### src/design/cis_pkg.sv
// package: constants and cycle types of the interrupt and stack sequencer
package cis_pkg;

  // ------------------------------------------------------------------
  // reset values
  // ------------------------------------------------------------------
  localparam logic [15:0] RESET_VECTOR = 16'h0000;
  localparam logic [15:0] STACK_RESET  = 16'h0000;

  // ------------------------------------------------------------------
  // machine cycle phases, one clock each
  // ------------------------------------------------------------------
  localparam logic [2:0] PH_SETUP  = 3'h0;
  localparam logic [2:0] PH_STROBE = 3'h1;
  localparam logic [2:0] PH_DATA   = 3'h2;
  localparam logic [2:0] PH_LAST   = 3'h4;

  // ------------------------------------------------------------------
  // opcodes
  // ------------------------------------------------------------------
  localparam logic [7:0] OP_LOAD_STK = 8'h31;
  localparam logic [7:0] OP_STA      = 8'h32;
  localparam logic [7:0] OP_INR_A    = 8'h3C;
  localparam logic [7:0] OP_MVI_A    = 8'h3E;
  localparam logic [7:0] OP_POP_B    = 8'hC1;
  localparam logic [7:0] OP_PUSH_B   = 8'hC5;
  localparam logic [7:0] OP_SUB_EXIT = 8'hC9;
  localparam logic [7:0] OP_OUT      = 8'hD3;
  localparam logic [7:0] OP_IN       = 8'hDB;
  localparam logic [7:0] OP_POP_PSW  = 8'hF1;
  localparam logic [7:0] OP_DI       = 8'hF3;
  localparam logic [7:0] OP_PUSH_PSW = 8'hF5;
  localparam logic [7:0] OP_IRQ_ON   = 8'hFB;
  localparam logic [7:0] RST_MASK    = 8'hC7;
  localparam logic [7:0] RST_MATCH   = 8'hC7;
  localparam logic [7:0] VEC_MASK    = 8'h38;

  // ------------------------------------------------------------------
  // status byte bit positions
  // ------------------------------------------------------------------
  localparam int ST_ACK    = 0;
  localparam int ST_WO_N   = 1;
  localparam int ST_STACK  = 2;
  localparam int ST_OUT    = 4;
  localparam int ST_FETCH  = 5;
  localparam int ST_IO_IN  = 6;
  localparam int ST_MEM_RD = 7;

  // ------------------------------------------------------------------
  // flag byte bit positions
  // ------------------------------------------------------------------
  localparam int FB_SIGN  = 7;
  localparam int FB_ZERO  = 6;
  localparam int FB_HALF  = 4;
  localparam int FB_PAR   = 2;
  localparam int FB_CARRY = 0;
  localparam logic [7:0] FB_FIXED = 8'h02;

  typedef enum logic [3:0] {
    CYC_FETCH, CYC_RD_LO, CYC_RD_HI, CYC_MEM_WR, CYC_IO_RD,
    CYC_IO_WR, CYC_PUSH_HI, CYC_PUSH_LO, CYC_POP_LO, CYC_POP_HI
  } cis_cycle_type;

endpackage : cis_pkg

### src/design/cis_pin_if.sv
// interface: synchronised pin levels handed to the sequencer core
interface cis_pin_if;
  logic [7:0] data;
  logic       irq;
  modport source (output data, output irq);
  modport sink   (input data, input irq);
endinterface : cis_pin_if

### src/design/cis_pin_sync.sv
// module: two-stage synchronisers for the data bus and interrupt pin
module cis_pin_sync (
  // clock and reset
  input  wire logic       clock,
  input  wire logic       reset,
  input  wire logic       clk_en,
  // raw pins
  input  wire logic [7:0] data_in,
  input  wire logic       irq_line,
  // synchronised levels
  cis_pin_if.source       pins
);

  typedef struct packed {
    logic [7:0] data_1;
    logic [7:0] data_2;
    logic       irq_1;
    logic       irq_2;
  } cis_sync_type;

  cis_sync_type q;
  cis_sync_type next_q;

  // ------------------------------------------------------------------
  // first stage feeds only the second stage
  // ------------------------------------------------------------------
  always_comb begin
    next_q = q;
    if (clk_en) begin
      next_q.data_1 = data_in;
      next_q.data_2 = q.data_1;
      next_q.irq_1  = irq_line;
      next_q.irq_2  = q.irq_1;
    end
  end

  always_ff @(posedge clock) begin
    if (reset) begin
      q <= '0;
    end else begin
      q <= next_q;
    end
  end

  assign pins.data = q.data_2;
  assign pins.irq  = q.irq_2;

endmodule : cis_pin_sync

### src/design/cis_sequencer.sv
// module: machine cycle, interrupt entry and stack sequencer of the cpu
// Function
// RL1: after reset the first access addresses memory location zero.
// RL2: each machine cycle opens with a status byte and status strobe.
// RL3: memory reads flag memory_read_status; data returns on the data bus.
// RL4: move-to-memory drives target address and data in the next cycle.
// RL5: memory writes happen only while store_strobe_n is low.
// RL6: io transfers put port number on address, flag io_in or out status.
// RL7: accepted interrupt gives irq_ack_status; supplied instruction is executed.
// RL8: acknowledge status is high when a pending request is accepted.
// RL9: up to five machine cycles; register and arithmetic ops finish in fetch.
// RL10: sixteen-bit stack_ptr points at the stack in memory.
// RL11: restart pushes the next program counter, then jumps to the vector.
// RL12: pushed flag byte: sign, zero, 0, half carry, 0, parity, 1, carry.
// RL13: irq_enable_op enables interrupt acceptance.
// RL14: acceptance disables interrupts until irq_enable_op runs again.
// RL15: popped registers are restored in last-in first-out order.
// RL16: return address plus one pair moves stack_ptr by four; return undoes it.
// RL17: return reloads the program counter from the stack.
// RL18: software loads stack_ptr with load_stack_ptr_imm before stack use.
// RL19: push predecrements stack_ptr per byte, pop postincrements per byte.
module cis_sequencer (
  // clock and reset
  input  wire logic        clock,
  input  wire logic        reset,
  input  wire logic        clk_en,
  // address and data bus
  output logic      [15:0] addr,
  input  wire logic [7:0]  data_in,
  output logic      [7:0]  data_out,
  output logic             data_oe,
  // cycle control
  output logic      [7:0]  status,
  output logic             status_strobe,
  output logic             read_strobe,
  output logic             store_strobe_n,
  // interrupt
  input  wire logic        irq_line,
  output logic             irq_enabled
);

  typedef struct packed {
    cis_pkg::cis_cycle_type cyc;
    logic [2:0]  phase;
    logic [15:0] pc;
    logic [15:0] stack_ptr;
    logic [15:0] addr;
    logic [7:0]  op;
    logic [7:0]  acc;
    logic [7:0]  reg_b;
    logic [7:0]  reg_c;
    logic [7:0]  tmp_lo;
    logic [7:0]  tmp_hi;
    logic [7:0]  dout;
    logic [7:0]  status;
    logic        negative_flag;
    logic        result_null_flag;
    logic        half_carry_flag;
    logic        even_ones_flag;
    logic        carry_out_flag;
    logic        inte;
    logic        int_cyc;
  } cis_state_type;

  cis_state_type q;
  cis_state_type next_q;
  logic          done;
  logic          fin;
  logic [7:0]    din;
  logic [7:0]    inc_acc;

  cis_pin_if pins ();

  cis_pin_sync u_sync (
    .clock    (clock),
    .reset    (reset),
    .clk_en   (clk_en),
    .data_in  (data_in),
    .irq_line (irq_line),
    .pins     (pins)
  );

  assign din  = pins.data;
  assign done = clk_en && (q.phase == cis_pkg::PH_LAST);

  // ------------------------------------------------------------------
  // helpers
  // ------------------------------------------------------------------
  function automatic logic is_rst(input logic [7:0] op);
    return (op & cis_pkg::RST_MASK) == cis_pkg::RST_MATCH;
  endfunction : is_rst

  function automatic logic is_write(input cis_pkg::cis_cycle_type c);
    return c == cis_pkg::CYC_MEM_WR || c == cis_pkg::CYC_IO_WR ||
           c == cis_pkg::CYC_PUSH_HI || c == cis_pkg::CYC_PUSH_LO;
  endfunction : is_write

  function automatic logic [7:0] flag_byte(input cis_state_type s);
    logic [7:0] b;
    b = cis_pkg::FB_FIXED;
    b[cis_pkg::FB_SIGN]  = s.negative_flag;
    b[cis_pkg::FB_ZERO]  = s.result_null_flag;
    b[cis_pkg::FB_HALF]  = s.half_carry_flag;
    b[cis_pkg::FB_PAR]   = s.even_ones_flag;
    b[cis_pkg::FB_CARRY] = s.carry_out_flag;
    return b;
  endfunction : flag_byte

  function automatic logic [7:0] status_of(input cis_pkg::cis_cycle_type c,
                                           input logic ic);
    logic [7:0] s;
    s = 8'h00;
    s[cis_pkg::ST_WO_N]  = !is_write(c);
    s[cis_pkg::ST_FETCH] = (c == cis_pkg::CYC_FETCH);
    s[cis_pkg::ST_ACK]   = (c == cis_pkg::CYC_FETCH) && ic;
    s[cis_pkg::ST_MEM_RD] = (c == cis_pkg::CYC_FETCH && !ic) || c == cis_pkg::CYC_RD_LO ||
                           c == cis_pkg::CYC_RD_HI || c == cis_pkg::CYC_POP_LO ||
                           c == cis_pkg::CYC_POP_HI;
    s[cis_pkg::ST_IO_IN] = (c == cis_pkg::CYC_IO_RD);
    s[cis_pkg::ST_OUT]   = (c == cis_pkg::CYC_IO_WR);
    s[cis_pkg::ST_STACK] = c == cis_pkg::CYC_PUSH_HI || c == cis_pkg::CYC_PUSH_LO ||
                           c == cis_pkg::CYC_POP_LO || c == cis_pkg::CYC_POP_HI;
    return s;
  endfunction : status_of

  assign inc_acc = q.acc + 8'h01;

  // ------------------------------------------------------------------
  // next state
  // ------------------------------------------------------------------
  always_comb begin
    next_q = q;
    fin    = 1'b0;
    if (clk_en) begin
      next_q.phase = (q.phase == cis_pkg::PH_LAST) ? cis_pkg::PH_SETUP : q.phase + 3'h1;
      if (q.phase == cis_pkg::PH_SETUP) begin
        next_q.status = status_of(q.cyc, q.int_cyc); // RL2 RL3 RL6 RL7 RL8
        case (q.cyc)
          cis_pkg::CYC_FETCH, cis_pkg::CYC_RD_LO, cis_pkg::CYC_RD_HI: begin
            next_q.addr = q.pc; // RL1
          end
          cis_pkg::CYC_MEM_WR: begin
            next_q.addr = {q.tmp_hi, q.tmp_lo}; // RL4
            next_q.dout = q.acc;
          end
          cis_pkg::CYC_IO_RD, cis_pkg::CYC_IO_WR: begin
            next_q.addr = {q.tmp_lo, q.tmp_lo}; // RL6
            next_q.dout = q.acc;
          end
          cis_pkg::CYC_PUSH_HI: begin
            next_q.addr = q.stack_ptr; // RL10
            next_q.dout = q.tmp_hi;
          end
          cis_pkg::CYC_PUSH_LO: begin
            next_q.addr = q.stack_ptr;
            next_q.dout = q.tmp_lo;
          end
          default: begin
            next_q.addr = q.stack_ptr;
          end
        endcase
      end
      if (q.phase == cis_pkg::PH_LAST) begin
        case (q.cyc)
          cis_pkg::CYC_FETCH: begin
            next_q.op      = din;
            next_q.int_cyc = 1'b0;
            // an acknowledged instruction does not advance the counter
            if (!q.int_cyc) begin
              next_q.pc = q.pc + 16'h0001;
            end
            if (is_rst(din)) begin
              next_q.tmp_hi    = next_q.pc[15:8]; // RL11
              next_q.tmp_lo    = next_q.pc[7:0];
              next_q.stack_ptr = q.stack_ptr - 16'h0001; // RL19
              next_q.cyc       = cis_pkg::CYC_PUSH_HI;
            end else begin
              case (din)
                cis_pkg::OP_LOAD_STK, cis_pkg::OP_STA, cis_pkg::OP_MVI_A,
                cis_pkg::OP_IN, cis_pkg::OP_OUT: begin
                  next_q.cyc = cis_pkg::CYC_RD_LO; // RL9
                end
                cis_pkg::OP_PUSH_B: begin
                  next_q.tmp_hi    = q.reg_b;
                  next_q.tmp_lo    = q.reg_c;
                  next_q.stack_ptr = q.stack_ptr - 16'h0001; // RL19
                  next_q.cyc       = cis_pkg::CYC_PUSH_HI;
                end
                cis_pkg::OP_PUSH_PSW: begin
                  next_q.tmp_hi    = q.acc;
                  next_q.tmp_lo    = flag_byte(q); // RL12
                  next_q.stack_ptr = q.stack_ptr - 16'h0001; // RL19
                  next_q.cyc       = cis_pkg::CYC_PUSH_HI;
                end
                cis_pkg::OP_POP_B, cis_pkg::OP_POP_PSW, cis_pkg::OP_SUB_EXIT: begin
                  next_q.cyc = cis_pkg::CYC_POP_LO;
                end
                cis_pkg::OP_IRQ_ON: begin
                  next_q.inte = 1'b1; // RL13
                  fin         = 1'b1;
                end
                cis_pkg::OP_DI: begin
                  next_q.inte = 1'b0;
                  fin         = 1'b1;
                end
                cis_pkg::OP_INR_A: begin
                  next_q.acc              = inc_acc; // RL9
                  next_q.negative_flag    = inc_acc[7];
                  next_q.result_null_flag = (inc_acc == 8'h00);
                  next_q.half_carry_flag  = (q.acc[3:0] == 4'hF);
                  next_q.even_ones_flag   = ~^inc_acc;
                  fin                     = 1'b1;
                end
                default: begin
                  fin = 1'b1;
                end
              endcase
            end
          end
          cis_pkg::CYC_RD_LO: begin
            next_q.tmp_lo = din;
            next_q.pc     = q.pc + 16'h0001;
            if (q.op == cis_pkg::OP_MVI_A) begin
              next_q.acc = din;
              fin        = 1'b1;
            end else if (q.op == cis_pkg::OP_IN) begin
              next_q.cyc = cis_pkg::CYC_IO_RD;
            end else if (q.op == cis_pkg::OP_OUT) begin
              next_q.cyc = cis_pkg::CYC_IO_WR;
            end else begin
              next_q.cyc = cis_pkg::CYC_RD_HI;
            end
          end
          cis_pkg::CYC_RD_HI: begin
            next_q.tmp_hi = din;
            next_q.pc     = q.pc + 16'h0001;
            if (q.op == cis_pkg::OP_LOAD_STK) begin
              next_q.stack_ptr = {din, q.tmp_lo}; // RL18
              fin              = 1'b1;
            end else begin
              next_q.cyc = cis_pkg::CYC_MEM_WR; // RL4
            end
          end
          cis_pkg::CYC_IO_RD: begin
            next_q.acc = din;
            fin        = 1'b1;
          end
          cis_pkg::CYC_PUSH_HI: begin
            next_q.stack_ptr = q.stack_ptr - 16'h0001; // RL19
            next_q.cyc       = cis_pkg::CYC_PUSH_LO;
          end
          cis_pkg::CYC_PUSH_LO: begin
            if (is_rst(q.op)) begin
              next_q.pc = {8'h00, q.op & cis_pkg::VEC_MASK}; // RL11
            end
            fin = 1'b1;
          end
          cis_pkg::CYC_POP_LO: begin
            next_q.tmp_lo    = din;
            next_q.stack_ptr = q.stack_ptr + 16'h0001; // RL19
            next_q.cyc       = cis_pkg::CYC_POP_HI;
          end
          cis_pkg::CYC_POP_HI: begin
            next_q.stack_ptr = q.stack_ptr + 16'h0001; // RL16
            if (q.op == cis_pkg::OP_SUB_EXIT) begin
              next_q.pc = {din, q.tmp_lo}; // RL17
            end else if (q.op == cis_pkg::OP_POP_B) begin
              next_q.reg_b = din; // RL15
              next_q.reg_c = q.tmp_lo;
            end else begin
              next_q.acc              = din; // RL15
              next_q.negative_flag    = q.tmp_lo[cis_pkg::FB_SIGN];
              next_q.result_null_flag = q.tmp_lo[cis_pkg::FB_ZERO];
              next_q.half_carry_flag  = q.tmp_lo[cis_pkg::FB_HALF];
              next_q.even_ones_flag   = q.tmp_lo[cis_pkg::FB_PAR];
              next_q.carry_out_flag   = q.tmp_lo[cis_pkg::FB_CARRY];
            end
            fin = 1'b1;
          end
          default: begin
            fin = 1'b1;
          end
        endcase
        if (fin) begin
          next_q.cyc = cis_pkg::CYC_FETCH;
          // accepting a request masks further ones until re-enabled
          if (pins.irq && next_q.inte) begin
            next_q.int_cyc = 1'b1; // RL7 RL8
            next_q.inte    = 1'b0; // RL14
          end
        end
      end
    end
  end

  always_ff @(posedge clock) begin
    if (reset) begin
      q           <= '0;
      q.cyc       <= cis_pkg::CYC_FETCH;
      q.pc        <= cis_pkg::RESET_VECTOR; // RL1
      q.stack_ptr <= cis_pkg::STACK_RESET;
    end else begin
      q <= next_q;
    end
  end

  // ------------------------------------------------------------------
  // pins
  // ------------------------------------------------------------------
  assign addr           = q.addr;
  assign data_out       = q.dout;
  assign status         = q.status;
  assign irq_enabled    = q.inte;
  assign status_strobe  = (q.phase == cis_pkg::PH_STROBE); // RL2
  assign data_oe        = is_write(q.cyc) && (q.phase != cis_pkg::PH_SETUP);
  assign read_strobe    = !is_write(q.cyc) && (q.phase >= cis_pkg::PH_DATA);
  assign store_strobe_n = !(is_write(q.cyc) && (q.phase >= cis_pkg::PH_DATA)); // RL5
endmodule : cis_sequencer

### config.mk
export PLATFORM = sky130hd
export DESIGN_NAME = cis_sequencer
export DESIGN_NICKNAME = d
export VERILOG_FILES = /design/src/design/cis_pkg.sv /design/src/design/cis_pin_if.sv /design/src/design/cis_pin_sync.sv /design/src/design/cis_sequencer.sv
export SDC_FILE = /design/constraint.sdc
export NUM_CORES = 1
export LEC_CHECK = 0
export BUFFER_PORTS_ARGS = -buffer_cell sky130_fd_sc_hd__buf_2
export CAP_MARGIN = 20
export CORE_AREA = 2 2 165 167
export CTS_CLUSTER_DIAMETER = 80
export CTS_CLUSTER_SIZE = 20
export DETAILED_ROUTE_END_ITERATION = 10
export DIE_AREA = 0 0 167 169
export GPL_TIMING_DRIVEN = 0
export PLACE_DENSITY_LB_ADDON = 0.2
export SLEW_MARGIN = 30
export SYNTH_ARGS = -nofsm -noshare
export SYNTH_HDL_FRONTEND = slang
export SYNTH_SLANG_ARGS = --single-unit
### constraint.sdc
create_clock -name clock -period 3.1 [get_ports clock]
set_clock_uncertainty 0.1 [all_clocks]
set_input_delay 0.31 -clock clock [delete_from_list [all_inputs] [get_ports clock]]
set_output_delay 0.31 -clock clock [all_outputs]
set_load 0.01 [all_outputs]
# After elaboration in Yosys (flattened, before gate mapping)
# Cells that the tools add are included.
# W data, S select, Z words.
dict set report word_totals {
  input_bits 12
  wordCells 183
  out_inout_bits 37
  register_bits 143
}
dict set report op_classes {
  reduce_logical 56
  add_sub_neg 5
  n_eq_ne 46
  bitwise_logic 2
  order_cmp 1
  muxes 49
}
# operator n
set ops {}
lappend ops {{$mux W16} 8}
lappend ops {{$pmux W16 S4} 2}
lappend ops {{$eq A8 B8 Y1 const B} 13}
lappend ops {{$eq A8 B6 Y1 const B} 6}
lappend ops {{$pmux W16 S3} 1}
lappend ops {{$add A16 B1 Y16 const B} 2}
lappend ops {{$mux W8} 4}
lappend ops {{$pmux W16 S2} 1}
lappend ops {{$pmux W8 S2} 2}
lappend ops {{$pmux W8 S4} 1}
lappend ops {{$mux W4} 7}
lappend ops {{$mux W24} 1}
lappend ops {{$pmux W8 S3} 1}
lappend ops {{$pmux W4 S5} 1}
lappend ops {{$reduce_and A5 Y1} 4}
lappend ops {{$eq A4 B3 Y1 const B} 4}
lappend ops {{$sub A16 B1 Y16 const B} 1}
lappend ops {{$eq A4 B4 Y1 const B} 3}
lappend ops {{$pmux W4 S3} 1}
lappend ops {{$reduce_bool A4 Y1} 3}
lappend ops {{$reduce_or A2 Y1} 6}
lappend ops {{$eq A5 B5 Y1 const B} 2}
lappend ops {{$logic_or A1 B1 Y1} 10}
lappend ops {{$mux W2} 5}
lappend ops {{37 further kinds} 70}

# Longest topological paths before layout
# Gate-level depths: netlist of the first run.
dict set report depth {
  depth_word 9
  depth_mapped 13
  ltp_nobuf 10
}

# Modules after synthesis
# From an unflattened synthesis of the first run, not the netlist that was laid out.
dict set report unflattened {
  hier_cells 1183
  area_unflattened_um2 9369.0
}
# module area_per_inst_um2 seq_area_each_um2 instances cells_each
set modules_own_cells {}
lappend modules_own_cells {cis_sequencer 8659.6 2502.4 1 1117}
lappend modules_own_cells {cis_pin_sync 709.4 360.3 1 66}

# Worst setup path after synthesis of the first run
# Ideal clock, no wire load.
dict set report synth_timing {
  path_type {reg2reg}
  start {reg q[123] (netlist bit)}
  end {reg q[101] (netlist bit)}
  setup_slack_ns 0.267
  setup_time_ns 0.088
  stages_incl_launch_ff 14
  t_arrival_ns 2.645
  required_ns 2.912
  path_buffers 3
  cell_sequence {dfxtp_1 > buf_2 > nor2_2 > and2_1 > buf_4 > inv_2 > ha_1 > clkbuf_1 > a211oi_1 > nor3b_1 > or4b_1 > o211ai_1 > o21ai_0 > a311oi_2}
}
dict set report synth_via {
  elab_chain_len 4
  word_cells_on_any_way 11
}
# element line_no
set synth_lines {}
lappend synth_lines {{from (decl)} cis_sequencer.sv:65} ;# cis_state_type q;
lappend synth_lines {{from (signal assigned)} cis_sequencer.sv:303} ;# q <= next_q;
lappend synth_lines {{$eq A4 B4 Y1} cis_sequencer.sv:164} ;# case (q.cyc)
lappend synth_lines {{$reduce_or A2 Y1 (no source line)} n/a}
lappend synth_lines {{$reduce_bool A4 Y1 (no source line)} n/a}
lappend synth_lines {{$reduce_and A5 Y1 (no source line)} n/a}
# Parallel ways exist; a longest one is shown, timed or not.
# A chain may end at the register's enable or synchronous reset.

# Final worst setup path of the first run
dict set report layout_timing {
  start {reg u_sync.q, in the netlist u_sync.pins.data[0]}
  end {reg q[125] (netlist bit)}
}
dict set report layout_via {
  elab_chain_len 9
  word_cells_on_any_way 29
}
# element line_no
set layout_lines {}
lappend layout_lines {{from (decl)} cis_pin_sync.sv:21} ;# cis_sync_type q;
lappend layout_lines {{from (signal assigned)} cis_pin_sync.sv:41} ;# q <= next_q;
lappend layout_lines {{$eq A8 B8 Y1 or $eq A8 B6 Y1 (tied branches)} cis_sequencer.sv:178} ;# case (din)
lappend layout_lines {{$reduce_or A10 Y1 (no source line)} n/a}
lappend layout_lines {{$mux W1} cis_sequencer.sv:178}
lappend layout_lines {{$mux W1} cis_sequencer.sv:172} ;# if (is_rst(din)) begin
lappend layout_lines {{$pmux W1 S4} cis_sequencer.sv:164}
lappend layout_lines {{$mux W1} cis_sequencer.sv:163} ;# if (q.phase == cis_pkg::PH_LAST) begin
lappend layout_lines {{$mux W1} cis_sequencer.sv:134} ;# if (clk_en) begin
lappend layout_lines {{$ne A6 B2 Y1 (no source line), or another cell as far along} n/a}
lappend layout_lines {{$reduce_and A6 Y1 (no source line)} n/a}
# Parallel ways exist; a longest one is shown, timed or not. The select of a mux whose other input is x is not followed.

==> results of run 1 <==
-- cells in the final DEF (no fill, tap or decap), types with 28 or more instances in the layout --
cell type    n
mux2i_1     50
a211oi_1    35
clkbuf_1    63
buf_2       71
dfxtp_1    143
nand3_1     35
a21oi_1    100
o21ai_0     47
nand2_1    123
buf_4       37
nor3_1      28
nor2_1     130
-- cell usage after synthesis, types with 5 or more instances --
master	count	area, um2
a211oi_1	37	278
a21oi_1	100	500
a221o_1	5	50.1
a222oi_1	11	110
a22oi_1	24	180
a311oi_1	13	114
a311oi_2	6	90.1
a31oi_1	13	81.3
and2_1	6	37.5
and3_1	10	62.6
buf_2	28	140
buf_4	35	263
clkbuf_1	67	251
dfxtp_1	143	2860
ha_1	23	288
inv_1	17	63.8
mux2i_1	50	500
nand2_1	123	462
nand2b_1	11	68.8
nand3_1	35	175
nand4_1	7	43.8
nor2_1	130	488
nor2b_1	14	87.6
nor3_1	29	145
nor4_1	9	56.3
nor4b_1	5	43.8
o211ai_1	11	82.6
o21ai_0	48	240
o21ai_1	10	50.1
o2bb2ai_1	9	78.8
xnor2_1	27	236
xor2_1	16	140
-- through the flow --
step | setup TNS, ns | util, % | total power (W)
2_1_floorplan | 0 | - | 0.00212
3_3_place_gp | -0.481 | 36.7 | 0.00223
3_5_place_dp | -0.703 | 36.7 | 0.00224
4_1_cts | 0 | 39.4 | 0.00450
5_1_grt | 0 | 39.4 | 0.00461
6_report | 0 | 39.4 | 0.00447
-- state kept, by name, summed over array words and instances, names as in the netlist --
register / flops
u_sync.q: 9
q: 93
u_sync.pins.irq: 1
irq_enabled: 1
data_out: 8
status: 7
addr: 16
u_sync.pins.data: 8
-- cell families (layout without fill, tap and decap cells) --
kind of cell / count (synthesis) / count (layout)
buf+inv: 155 / 234
mux: 50 / 50
flops: 143 / 143
compound gates: 335 / 335
other cells: 1 / 1
fa+ha+maj: 24 / 24
simple gates: 413 / 413
xor+xnor: 43 / 43
-- layout make-up --
class	instances	area share, %
flip-flops and latches	143	27.4
well taps	341	4.08
clock buffers	17	4.07
plain buffers	133	6.51
inverters	19	0.730
clock inverters	15	2.04
repair buffers	50	2.63
multi-input cells	866	52.5
-- layer usage --
| layer | vias to the layer above | part of all wire, % | GRT usage, % |
|---|---|---|---|
| li1 | 4340 | - | - |
| met1 | 4389 | 45 | 32.7 |
| met2 | 388 | 44 | 38.2 |
| met3 | 79 | 7.1 | 3.72 |
| met4 | 0 | 3.8 | 10.1 |
| met5 | - | 0 | 0 |
-- repair_timing --
| action | CTS | global route |
|---|---|---|
| cloned | 0 | 0 |
| setup buffers | 0 | 0 |
| setup endpoints to repair | 7 | 6 |
| hold buffers | 5 | 0 |
| pin swaps | 0 | 0 |
| gates resized for setup | 5 | 7 |
| endpoints found under the hold margin | 5 | 0 |
-- worst paths after layout --
path                                             endpoint  slack (ns)  cells past startpoint
worst min register to register         q[49]$_SDFFE_PP0P_        0.35                      2
worst max-delay path                  q[125]$_SDFFE_PP0P_        0.10                      7
worst max register to register        q[125]$_SDFFE_PP0P_        0.10                      7
worst min-delay path            u_sync.q[16]$_SDFFE_PP0P_       0.009                      3
-- report_power, final --
part	switching [W]	total (W)	internal, W	leakage, nW
clock network	0.000960	0.00227	0.00131	0.314
logic	0.000181	0.000295	0.000114	2.44
registers	0.0000271	0.00190	0.00188	1.16
total	0.00117	0.00447	0.00330	3.91
-- worst register-to-register path, delay by kind of cell (launching register included) --
| kind | cells | cell delay [ns] |
|---|---|---|
| AOI/OAI and AO/OA | 4 | 1.02 |
| and+or+nand+nor | 2 | 0.76 |
| buffers and inverters | 1 | 0.68 |
| DFF | 1 | 0.35 |
==> results by stage, run 1 <==
STA:
- The worst path uses 96.7% of the clock period.
- Static timing analysis puts the maximum clock frequency at 334 MHz.
- The number of pins with negative max-slew slack in the final report is 0.
- The number of setup violations in the final report is 0.
- The minimum hold slack is 0.00945 ns.
- Setup repair after global routing left no endpoint under its margin.
- In the post-route analysis, the smallest setup slack over all paths is 0.104 ns.
- The final hold violation count is 0.
- The worst path needs 3.00 ns of the cycle, external delays included.
- The worst pin sits at a relative slew slack of 30.3%.
- For the pin with the worst max-slew slack, the measured transition is 1.04 ns.

Run:
- The tool flagged a number of max-cap violations equal to 0.

Yosys:
- The share of synthesized cell area in full adder, half adder and majority cells is 3.39%.
- The synthesized area per cell is 7.79 um2.
- Among all flip-flop cells after synthesis, the most frequent one is dfxtp_1.
- The sequential share of the synthesized area is 31.6%.
- By area, the combinational part of the netlist is dominated by compound AO/OA/AOI/OAI gates.
- The cell count after synthesis is 1164.
- The Yosys warning count is 0.
- Yosys mapped the design onto 82 distinct sky130hd cell types.
- Counting flops and latches in the post-synthesis netlist gives 143.
- The share of async-settable or async-resettable flops after synthesis is 0%.
- The share of the synthesized netlist area taken by xor and xnor gates is 4.15%.
- After synthesis the cells add up to 0.00907 mm2.
- The fraction of synthesized area in multiplexers is 5.52%.
- Yosys mapped a number of flops with a built-in enable equal to 0.
- The number of nets produced by synthesis is 1200.
- The post-synthesis compound-gate area fraction is 25.0%.
- Summing the areas of all and, or, nand and nor instances in the mapped netlist gives 22.0% of the synthesized area.

Setup path:
- The number of buffers and inverters on the critical path is 1.
- The kind of cell adding the most delay to the critical path is compound AO/OA/AOI/OAI gates.
- The type of origin of the critical path is a flop.
- In this run the worst path has a maximum fanout of 10.
- Data on the critical path is required at its endpoint by 3.36 ns.
- The cell with the biggest individual delay on the critical path is clkbuf_1.
- The largest incremental delay on the critical path is 0.68 ns.
- STA classifies the critical path endpoint as a flop.
- Traced cell by cell, the critical path runs through clkbuf_1, nand3_1, o41a_1, o41ai_1, o2bb2ai_1, or3_1, a21oi_1.
- The startpoint of the worst-slack reg-to-reg timing path is u_sync.pins.data[0]$_SDFFE_PP0P_.
- The critical path in this run is classified as flop to flop.
- In this run the worst setup path begins at u_sync.pins.data[0]$_SDFFE_PP0P_.
- The data arrival time at the worst-slack endpoint is 3.25 ns.

Placement:
- Detailed placement ended at an HPWL of 24800 um.
- Once placement finished, the instance area stood at 0.00973 mm2.
- After detailed placement, the design holds a cell count of 1550.
- The weighted congestion at the end of routability-driven global placement is 0.920.
- The number of buffers added on ports is 45.
- The setup slack after placement is -0.226 ns.

Clock tree:
- The clock tree synthesis step divided the H-tree into 4 levels.
- After clock tree synthesis, the clock-pin slew on the worst setup and hold paths is 0.07 ns.
- The clock insertion delay at the later pin of the skew report is 0.44 ns.
- In this run the deepest clock path goes through 2 buffers.
- The root buffer cell is clkbuf_16.
- Clock tree synthesis found a total of 143 sinks.
- The number of buffers inserted during clock tree synthesis is 17.
- TritonCTS built the clock tree.

Final layout:
- The finished cells cover 0.0104 mm2.
- Relative to the synthesized area, the layout overhead comes to 15.2%.
- Fill cells in the final layout number 2778.
- The total area of sequential cells is 0.00286 mm2.
- The area used by multi-input combinational logic is 0.00549 mm2.
- The net count of the finished layout is 1266.
- The number of antenna diodes is 0.
- The count of placed standard cells in the final layout, fillers left out is 1584.
- Of the cells placed in the final design, the portion with a size suffix greater than 1 is 13.9%.

Drt:
- The iteration count of the initial detailed-routing pass is 5.
- Dividing the detail-routed wire length by the instance count gives 21.6 um.
- The average vias per placed instance is 5.81.
- The total wire length is 34200 um.
- The via count is 9196.
- The number of DRC violations after detailed routing is 0.
- The first routing iteration left 1082 violations.
- The count of nets left with antenna violations once routing finished came out at 0.

Die:
- The floorplan step defined a die boundary enclosing 0.0282 mm2.
- The standard cell core area is 0.0265 mm2.
- The die is 167 um wide.
- In this run the vertical extent of the chip is 169 um.
- The total number of placement rows is 60.
- The number of placed I/O pins is 49.
- Once the floorplan was initialized, standard cells occupied 34.2% of the core.

Power and ir drop:
- The worst IR drop on VDD is 0.000292 V.
- The power density normalized to cell area is 428 mW/mm2.
- The analysis attributes to cell leakage a power of 3.91 nW.

Run status:
- The run finished with clean final reports.

Global route:
- The number of global-route vias before repair is 8508.
- The number of antenna violations at the first check in global routing was 0.
- The first global-routing pass estimated 52200 um of wire.
- Entering global routing, the biggest net connects 18 pins.
- Across every metal layer, demand over resource in global routing totals 24.1%.
- The global-route congestion overflow total is 0.

Worst hold path:
- The path class of the tightest hold or removal check is input port to flop.
- The hold path startpoint is data_in[6].
No activity file was read; power rests on OpenSTA's default activity.
==> inputs of run 2 (changes only) <==
--- a/config.mk
+++ b/config.mk
@@ -12,7 +12,6 @@
 export CTS_CLUSTER_SIZE = 20
 export DETAILED_ROUTE_END_ITERATION = 10
 export DIE_AREA = 0 0 167 169
-export GPL_TIMING_DRIVEN = 0
 export PLACE_DENSITY_LB_ADDON = 0.2
 export SLEW_MARGIN = 30
 export SYNTH_ARGS = -nofsm -noshare
==> run 2 against run 1 <==
Against the previous run: core utilization is 1.5 points lower; combinational power is 23% lower; global-route usage is 2.8 points lower; via count is 7.3% lower; critical endpoint is now q[100]$_SDFFE_PP0P_.
==> results by stage, run 2 (synthesis results as in run 1) <==
STA:
- The slack of the critical path came to 0.348 ns (+0.244 ns).
- The transition time at the pin with the least slew margin came to 0.790 ns (-0.255 ns).
- The minimum clock period is 2.75 ns (-0.244 ns).
- The minimum hold slack was 0.0104 ns (+0.000902 ns).
- The final hold violation count is 0 (unchanged).
- The final total negative setup slack is 0 ns (unchanged).
- The number of pins with negative max-slew slack in the final report came to 0 (unchanged).
- The highest clock frequency the design can meet came to 363 MHz (+8.9%).
- Setup repair after global routing left no endpoint under its margin.
- The headroom to the max-slew limit is 47.3% (+17 points).
- The share of the cycle needed by the critical path after routing is 88.8% (-7.9 points).
- The number of setup violations in the final report is 0 (unchanged).

Die:
- The standard cell core area is 0.0265 mm2 (unchanged).
- The overall die height came to 169 um (unchanged).
- The area of the die is 0.0282 mm2 (unchanged).
- The number of placed I/O pins is 49 (unchanged).
- The total number of placement rows is 60 (unchanged).
- The horizontal die dimension is 167 um (unchanged).
- The initial cell density of the core was 34.2% (unchanged).

Placement:
- The weighted congestion at the end of routability-driven global placement is 0.932 (+1.3%).
- The setup slack after placement is 0.413 ns (+0.639 ns).
- The number of buffers added on ports is 47 (+4.4%).
- The detailed placement HPWL is 21600 um (-13%).

Clock tree:
- The clock insertion delay at the later pin of the skew report is 0.44 ns (about the same).
- The number of buffers inserted during clock tree synthesis is 17 (unchanged).
- The depth of the CTS H-tree is 4 (unchanged).
- The clock-pin transition on the worst setup and hold timing paths is 0.07 ns (about the same).
- The number of buffers on the longest clock path is 2 (unchanged).
- TritonCTS built the clock tree.
- The total number of clock tree sinks is 143 (unchanged).
- The root buffer cell is clkbuf_16.
- The number of cells upsized or downsized after cts was 0 (-5).

Run status:
- The run finished with clean final reports.

Drt:
- The number of DRC markers after the initial detailed-route iteration came to 840 (-22%).
- The average vias per placed instance is 5.70 (-1.9%).
- The via count is 8522 (-7.3%).
- The remaining antenna violation count is 0 (unchanged).
- The iteration count of the initial detailed-routing pass came to 8 (+3).
- The total wire length is 30300 um (-11%).
- The number of DRC violations after detailed routing is 0 (unchanged).
- The routed length per instance is 20.3 um (-6.1%).

Final layout:
- The end-of-flow core utilization is 37.9% (-1.5 points).
- q holds more flip-flops than any other register.
- The number of fill cells is 2751 (-0.97%).
- The library cells used most frequently in the layout, excluding fill and tap cells, are dfxtp_1 (143), nor2_1 (130), nand2_1 (123).
- The number of antenna diodes was 0 (unchanged).
- The most frequent standard cell in the layout excluding fill and tap cells is dfxtp_1.
- The share of layout cells above drive strength 1 is 12.7% (-1.2 points).
- Compared with the post-synthesis result, the final layout area differs by 10.8%.
- The number of flip-flops under the largest register name came to 93 (unchanged).
- The post-layout net count is 1178 (-7.0%).

Global route:
- The global-route congestion overflow total is 0 (unchanged).
- The maximum number of pins on one net before global-route repair came to 63 (+45).
- The overall track demand over capacity in global routing is 21.3% (-2.8 points).
- The number of global-route vias before repair came to 7660 (-10%).
- The number of antenna violations at the first check in global routing is 0 (unchanged).
- The global-route wire length before repair is 46600 um (-11%).

Worst hold path:
- In this run the most critical hold path is launched from data_in[2].
- The kind of path behind the tightest hold check is input port to flop.

Setup path:
- Walking the worst path, the cells encountered are nor2_2, and2_1, inv_2, ha_1, a211oi_1, o21bai_1, o21a_1, o31a_1, o211ai_1, a21oi_1.
- The depth of the worst register-to-register path is 10 (+3).
- In this run the critical register-to-register path is captured at q[100]$_SDFFE_PP0P_.
- The startpoint identified for the worst register-to-register timing path is q[124]$_SDFFE_PP0P_.
- The largest incremental delay on the critical path is 0.35 ns (-0.33 ns).
- The worst setup path is of the flop to flop kind.
- The data arrival time at the worst-slack endpoint is 2.95 ns (-0.30 ns).
- The reg2reg setup slack came to 0.35 ns (+0.24 ns).
- In this run the worst setup path terminates at q[100]$_SDFFE_PP0P_.
- The biggest fanout along the worst timing path came to 17 (+7).
- The cell with the biggest individual delay on the critical path is dfxtp_1.
- The type of destination of the critical path is a flop.
- STA classifies the critical path startpoint as a flop.
- The startpoint of the most critical setup path is q[124]$_SDFFE_PP0P_.
- The required time of the critical path is 3.29 ns (-0.07 ns).

Power and ir drop:
- The worst IR drop on VDD is 0.000300 V (+2.5%).
- The leakage power total was 3.69 nW (-5.7%).
- The power density normalized to cell area was 432 mW/mm2 (+0.89%).
- The post-route total power is 0.00434 W (-3.0%).

Run:
- The number of max-capacitance violations reported is 0 (unchanged).
run 2: cell types whose count changed in the layout (fill, tap and decap cells not counted), sizes merged:
cell         change
clkbuf          -65
buf             -21
dlygate4sd3      -2
bufinv           -1
inv              +1
run 2: per-layer routing:
layer  vias up  track usage [%]  wire, um  share of wire [%]
met1      4078             30.2     14200                 47
li1       4148                -         -                  -
met2       256             33.1     13700                 45
met3        40             3.58      1730                5.7
met4         0             6.30       704                2.3
met5         -                0         0                  0
run 2: final cells by class:
cell class              instances  area, um2  area share (%)
clock inverters                15        191            1.91
clock buffers                  17        425            4.23
inverters                      19       71.3           0.710
repair buffers                 95        606            6.03
multi-input cells             866       5470            54.4
well taps                     341        427            4.25
flip-flops and latches        143       2860            28.5
run 2: critical path: cells and delay by family (launching register included):
kind | cells | cell delay (ns)
DFF | 1 | 0.35
adders and majority gates | 1 | 0.32
buffers and inverters | 1 | 0.29
and+or+nand+nor | 2 | 0.21
AOI/OAI and AO/OA | 6 | 1.33
run 2: per-stage QoR:
step	cells	instance area (um2)
floorplan	1164	9070
global placement	1461	9400
detailed placement	1461	9400
CTS	1495	10000
global route	1496	10000
finish	1496	10000
run 2: how the worst min path moves through the flow:
| stage | endpoint | depth (start not counted) |
|---|---|---|
| 4_1_cts | u_sync.q[15]$_SDFFE_PP0P_ | 3 |
| 2_1_floorplan | q[51]$_SDFFE_PP0P_ | 2 |
| 6_report | u_sync.q[12]$_SDFFE_PP0P_ | 3 |
| 3_5_place_dp | status[5]$_SDFFE_PP0P_ | 2 |
| 5_1_grt | u_sync.q[15]$_SDFFE_PP0P_ | 3 |
| 3_3_place_gp | q[52]$_SDFFE_PP0P_ | 2 |
run 2: what timing repair did:
action | CTS | global route
hold endpoints to repair | 2 | 1
hold buffers | 2 | 1
setup buffers | 0 | 0
run 2: power by group:
group          internal [W]  leakage [nW]  switching (W)
logic             0.0000838          2.23       0.000143
registers           0.00188          1.16      0.0000312
clock network       0.00123         0.304       0.000970
==> inputs of run 3 (changes only) <==
--- a/config.mk
+++ b/config.mk
@@ -12,7 +12,7 @@
 export CTS_CLUSTER_SIZE = 20
 export DETAILED_ROUTE_END_ITERATION = 10
 export DIE_AREA = 0 0 167 169
-export PLACE_DENSITY_LB_ADDON = 0.2
+export PLACE_DENSITY_LB_ADDON = 0.25
 export SLEW_MARGIN = 30
 export SYNTH_ARGS = -nofsm -noshare
 export SYNTH_HDL_FRONTEND = slang
==> run 3 against run 2 <==
Against the previous run: sequential share of layout area is 0.24 points higher; hold slack got worse by 0.0024 ns; via count up 0.77%; final cell count hardly changed; critical path type unchanged; largest power group unchanged.
==> results by stage, run 3 (synthesis results as in run 1) <==
Setup path:
- The biggest fanout along the worst timing path came to 17 (unchanged).
- The required time of the critical path was 3.31 ns (+0.02 ns).
- The startpoint identified for the worst register-to-register timing path is q[123]$_SDFFE_PP0P_.
- The data arrival time at the worst-slack endpoint is 2.96 ns (about the same).
- The startpoint-to-endpoint class of the critical path is flop to flop.
- The type of destination of the critical path is a flop.
- STA classifies the critical path startpoint as a flop.
- The startpoint of the most critical setup path is q[123]$_SDFFE_PP0P_.

Clock tree:
- The number of buffers on the longest clock path is 2 (unchanged).
- The CTS tree is built.
- The clock insertion delay at the later pin of the skew report was 0.43 ns (about the same).
- The number of cells upsized or downsized after cts is 0 (unchanged).
- The depth of the CTS H-tree came to 4 (unchanged).
- The clock-pin transition on the worst setup and hold timing paths came to 0.07 ns (about the same).
- The total number of clock tree sinks is 143 (unchanged).
- The root buffer cell chosen for the clock tree is clkbuf_16.
- The number of buffers inserted during clock tree synthesis was 17 (unchanged).
- The number of post-CTS setup repair buffers is 0 (unchanged).
- The post-cts hold buffer count came to 1 (-1).

Global route:
- The global-route wire length before repair is 47200 um (+1.4%).
- The maximum number of pins on one net before global-route repair is 82 (+30%).
- The number of global-route vias before repair is 8103 (+5.8%).
- The number of antenna violations at the first check in global routing is 0 (unchanged).
- The global-route congestion overflow total is 0 (unchanged).
- The overall track demand over capacity in global routing is 21.4% (+0.15 points).

Final layout:
- The library cell used most frequently in the layout, excluding fill and tap cells, is dfxtp_1.
- The number of antenna diodes came to 0 (unchanged).
- The number of flip-flops under the largest register name is 93 (unchanged).
- The post-layout net count is 1177 (-0.085%).
- The number of fill cells is 2735 (-0.58%).
- The share of layout cells above drive strength 1 is 12.7% (-0.076 points).
- The top cell types in the final layout, fill and taps aside, are dfxtp_1 (143), nor2_1 (130), nand2_1 (123).
- The most flop-heavy register is q.
- From synthesis to final layout, the design area changed by 9.85%.
- The count of placed standard cells in the final layout, fillers left out is 1495 (-0.067%).

Worst hold path:
- The startpoint identified for the worst hold timing path is irq_line.
- In this run the worst hold path is classified as input port to flop.

Placement:
- The weighted congestion at the end of routability-driven global placement was 0.916 (-1.7%).
- The detailed placement HPWL is 21500 um (-0.62%).
- The post-placement cell count is 1462 (+0.068%).
- The number of buffers added on ports is 47 (unchanged).

STA:
- The highest clock frequency the design can meet came to 363 MHz (about the same).
- The final hold violation count is 0 (unchanged).
- The transition time at the pin with the least slew margin was 0.979 ns (+0.189 ns).
- The number of setup violations in the final report is 0 (unchanged).
- The headroom to the max-slew limit is 34.7% (-13 points).
- The minimum clock period was 2.75 ns (+0.000495 ns).
- The share of the cycle needed by the critical path after routing is 88.8% (about the same).
- The final total negative setup slack is 0 ns (unchanged).
- The number of pins with negative max-slew slack in the final report is 0 (unchanged).
- Setup repair after global routing left no endpoint under its margin.

Die:
- The number of placed I/O pins is 49 (unchanged).
- The horizontal die dimension is 167 um (unchanged).
- The area of the die is 0.0282 mm2 (unchanged).
- The total number of placement rows is 60 (unchanged).
- The overall die height is 169 um (unchanged).
- The standard cell core area is 0.0265 mm2 (unchanged).
- The initial cell density of the core was 34.2% (unchanged).

Drt:
- The total wire length is 30300 um (-0.19%).
- The number of DRC markers after the initial detailed-route iteration was 887 (+5.6%).
- The routed length per instance is 20.2 um (-0.13%).
- The iteration count of the initial detailed-routing pass was 5 (-3).
- The via count is 8588 (+0.77%).
- The average vias per placed instance is 5.74 (+0.84%).
- The number of DRC violations after detailed routing is 0 (unchanged).
- The remaining antenna violation count came to 0 (unchanged).

Power and ir drop:
- The share of total power in combinational logic is 5.7% (+0.5 points).
- The proportion of power drawn by flip-flops and latches is 46.5% (+2.5 points).
- The switching power was 0.00107 W (-6.7%).
- The worst IR drop on VDD is 0.000346 V (+15%).
- The clock share of power came to 47.8% (-3.0 points).
- The share of total power consumed by net switching is 26.1% (-0.28 points).
- The internal power summed over all cells is 0.00302 W (-5.3%).
- The leakage power total is 3.65 nW (-1.1%).
- The power density normalized to cell area is 411 mW/mm2 (-4.9%).

Run:
- The number of max-capacitance violations reported is 0 (unchanged).

Run status:
- The run finished with clean final reports.
run 3: cell types whose count changed in the layout (fill, tap and decap cells not counted), sizes merged:
cell         previous run  this run
buf                    92        93
bufinv                  2         0
clkbuf                 17        20
clkinv                  3         5
clkinvlp                0         1
dlygate4sd3             3         1
inv                    29        25
run 3: area by class of cell:
cell class	instances	area, um2	share of cell area [%]
flip-flops and latches	143	2860	28.7
multi-input cells	866	5470	54.8
well taps	341	427	4.28
clock buffers	20	447	4.48
clock inverters	12	100	1.00
repair buffers	94	593	5.95
inverters	19	71.3	0.716
run 3: path summary, 6_finish.rpt:
| check | depth (start not counted) | to | slack (ns) |
|---|---|---|---|
| max | 10 | q[100]$_SDFFE_PP0P_ | 0.35 |
| min | 3 | u_sync.q[1]$_SDFFE_PP0P_ | 0.008 |
| max reg2reg | 10 | q[100]$_SDFFE_PP0P_ | 0.35 |
| min reg2reg | 2 | status[0]$_SDFFE_PP0P_ | 0.35 |
run 3: metal layers:
layer  routed length, um  global-route usage [%]
met1               14000                    29.5
met2               13700                    33.7
met3                1860                    4.16
met4                 726                    7.08
met5                   0                       0
run 3: metrics by stage:
stage	power, W	instance area (um2)	hold slack (ns)	setup slack, ns	util (%)
after floorplan	0.00212	9070	0.332	0.267	-
after global placement	0.00218	9410	0.339	0.451	35.5
after detailed placement	0.00218	9410	0.345	0.428	35.5
after CTS	0.00413	9970	0.00154	0.369	37.6
after global routing	0.00424	9970	0.00728	0.174	37.6
final	0.00409	9970	0.00799	0.347	37.6
run 3: worst max-delay path, stage by stage, from the launching register on:
cell and delay (ns):
dfxtp_1 0.35, nor2_2 0.05, and2_1 0.17, inv_2 0.29, ha_1 0.32, a211oi_1 0.31, o21bai_1 0.26, o21a_1 0.26
o31a_1 0.28, o211ai_1 0.16, a21oi_1 0.09
run 3: power by group through the flow:
stage	combinational, W	sequential [W]	clock [W]
after floorplan	0.000188	0.00194	0
after global placement	0.000232	0.00194	0
after detailed placement	0.000233	0.00195	0
after CTS	0.000235	0.00190	0.00199
after global routing	0.000256	0.00191	0.00207
final	0.000232	0.00190	0.00196
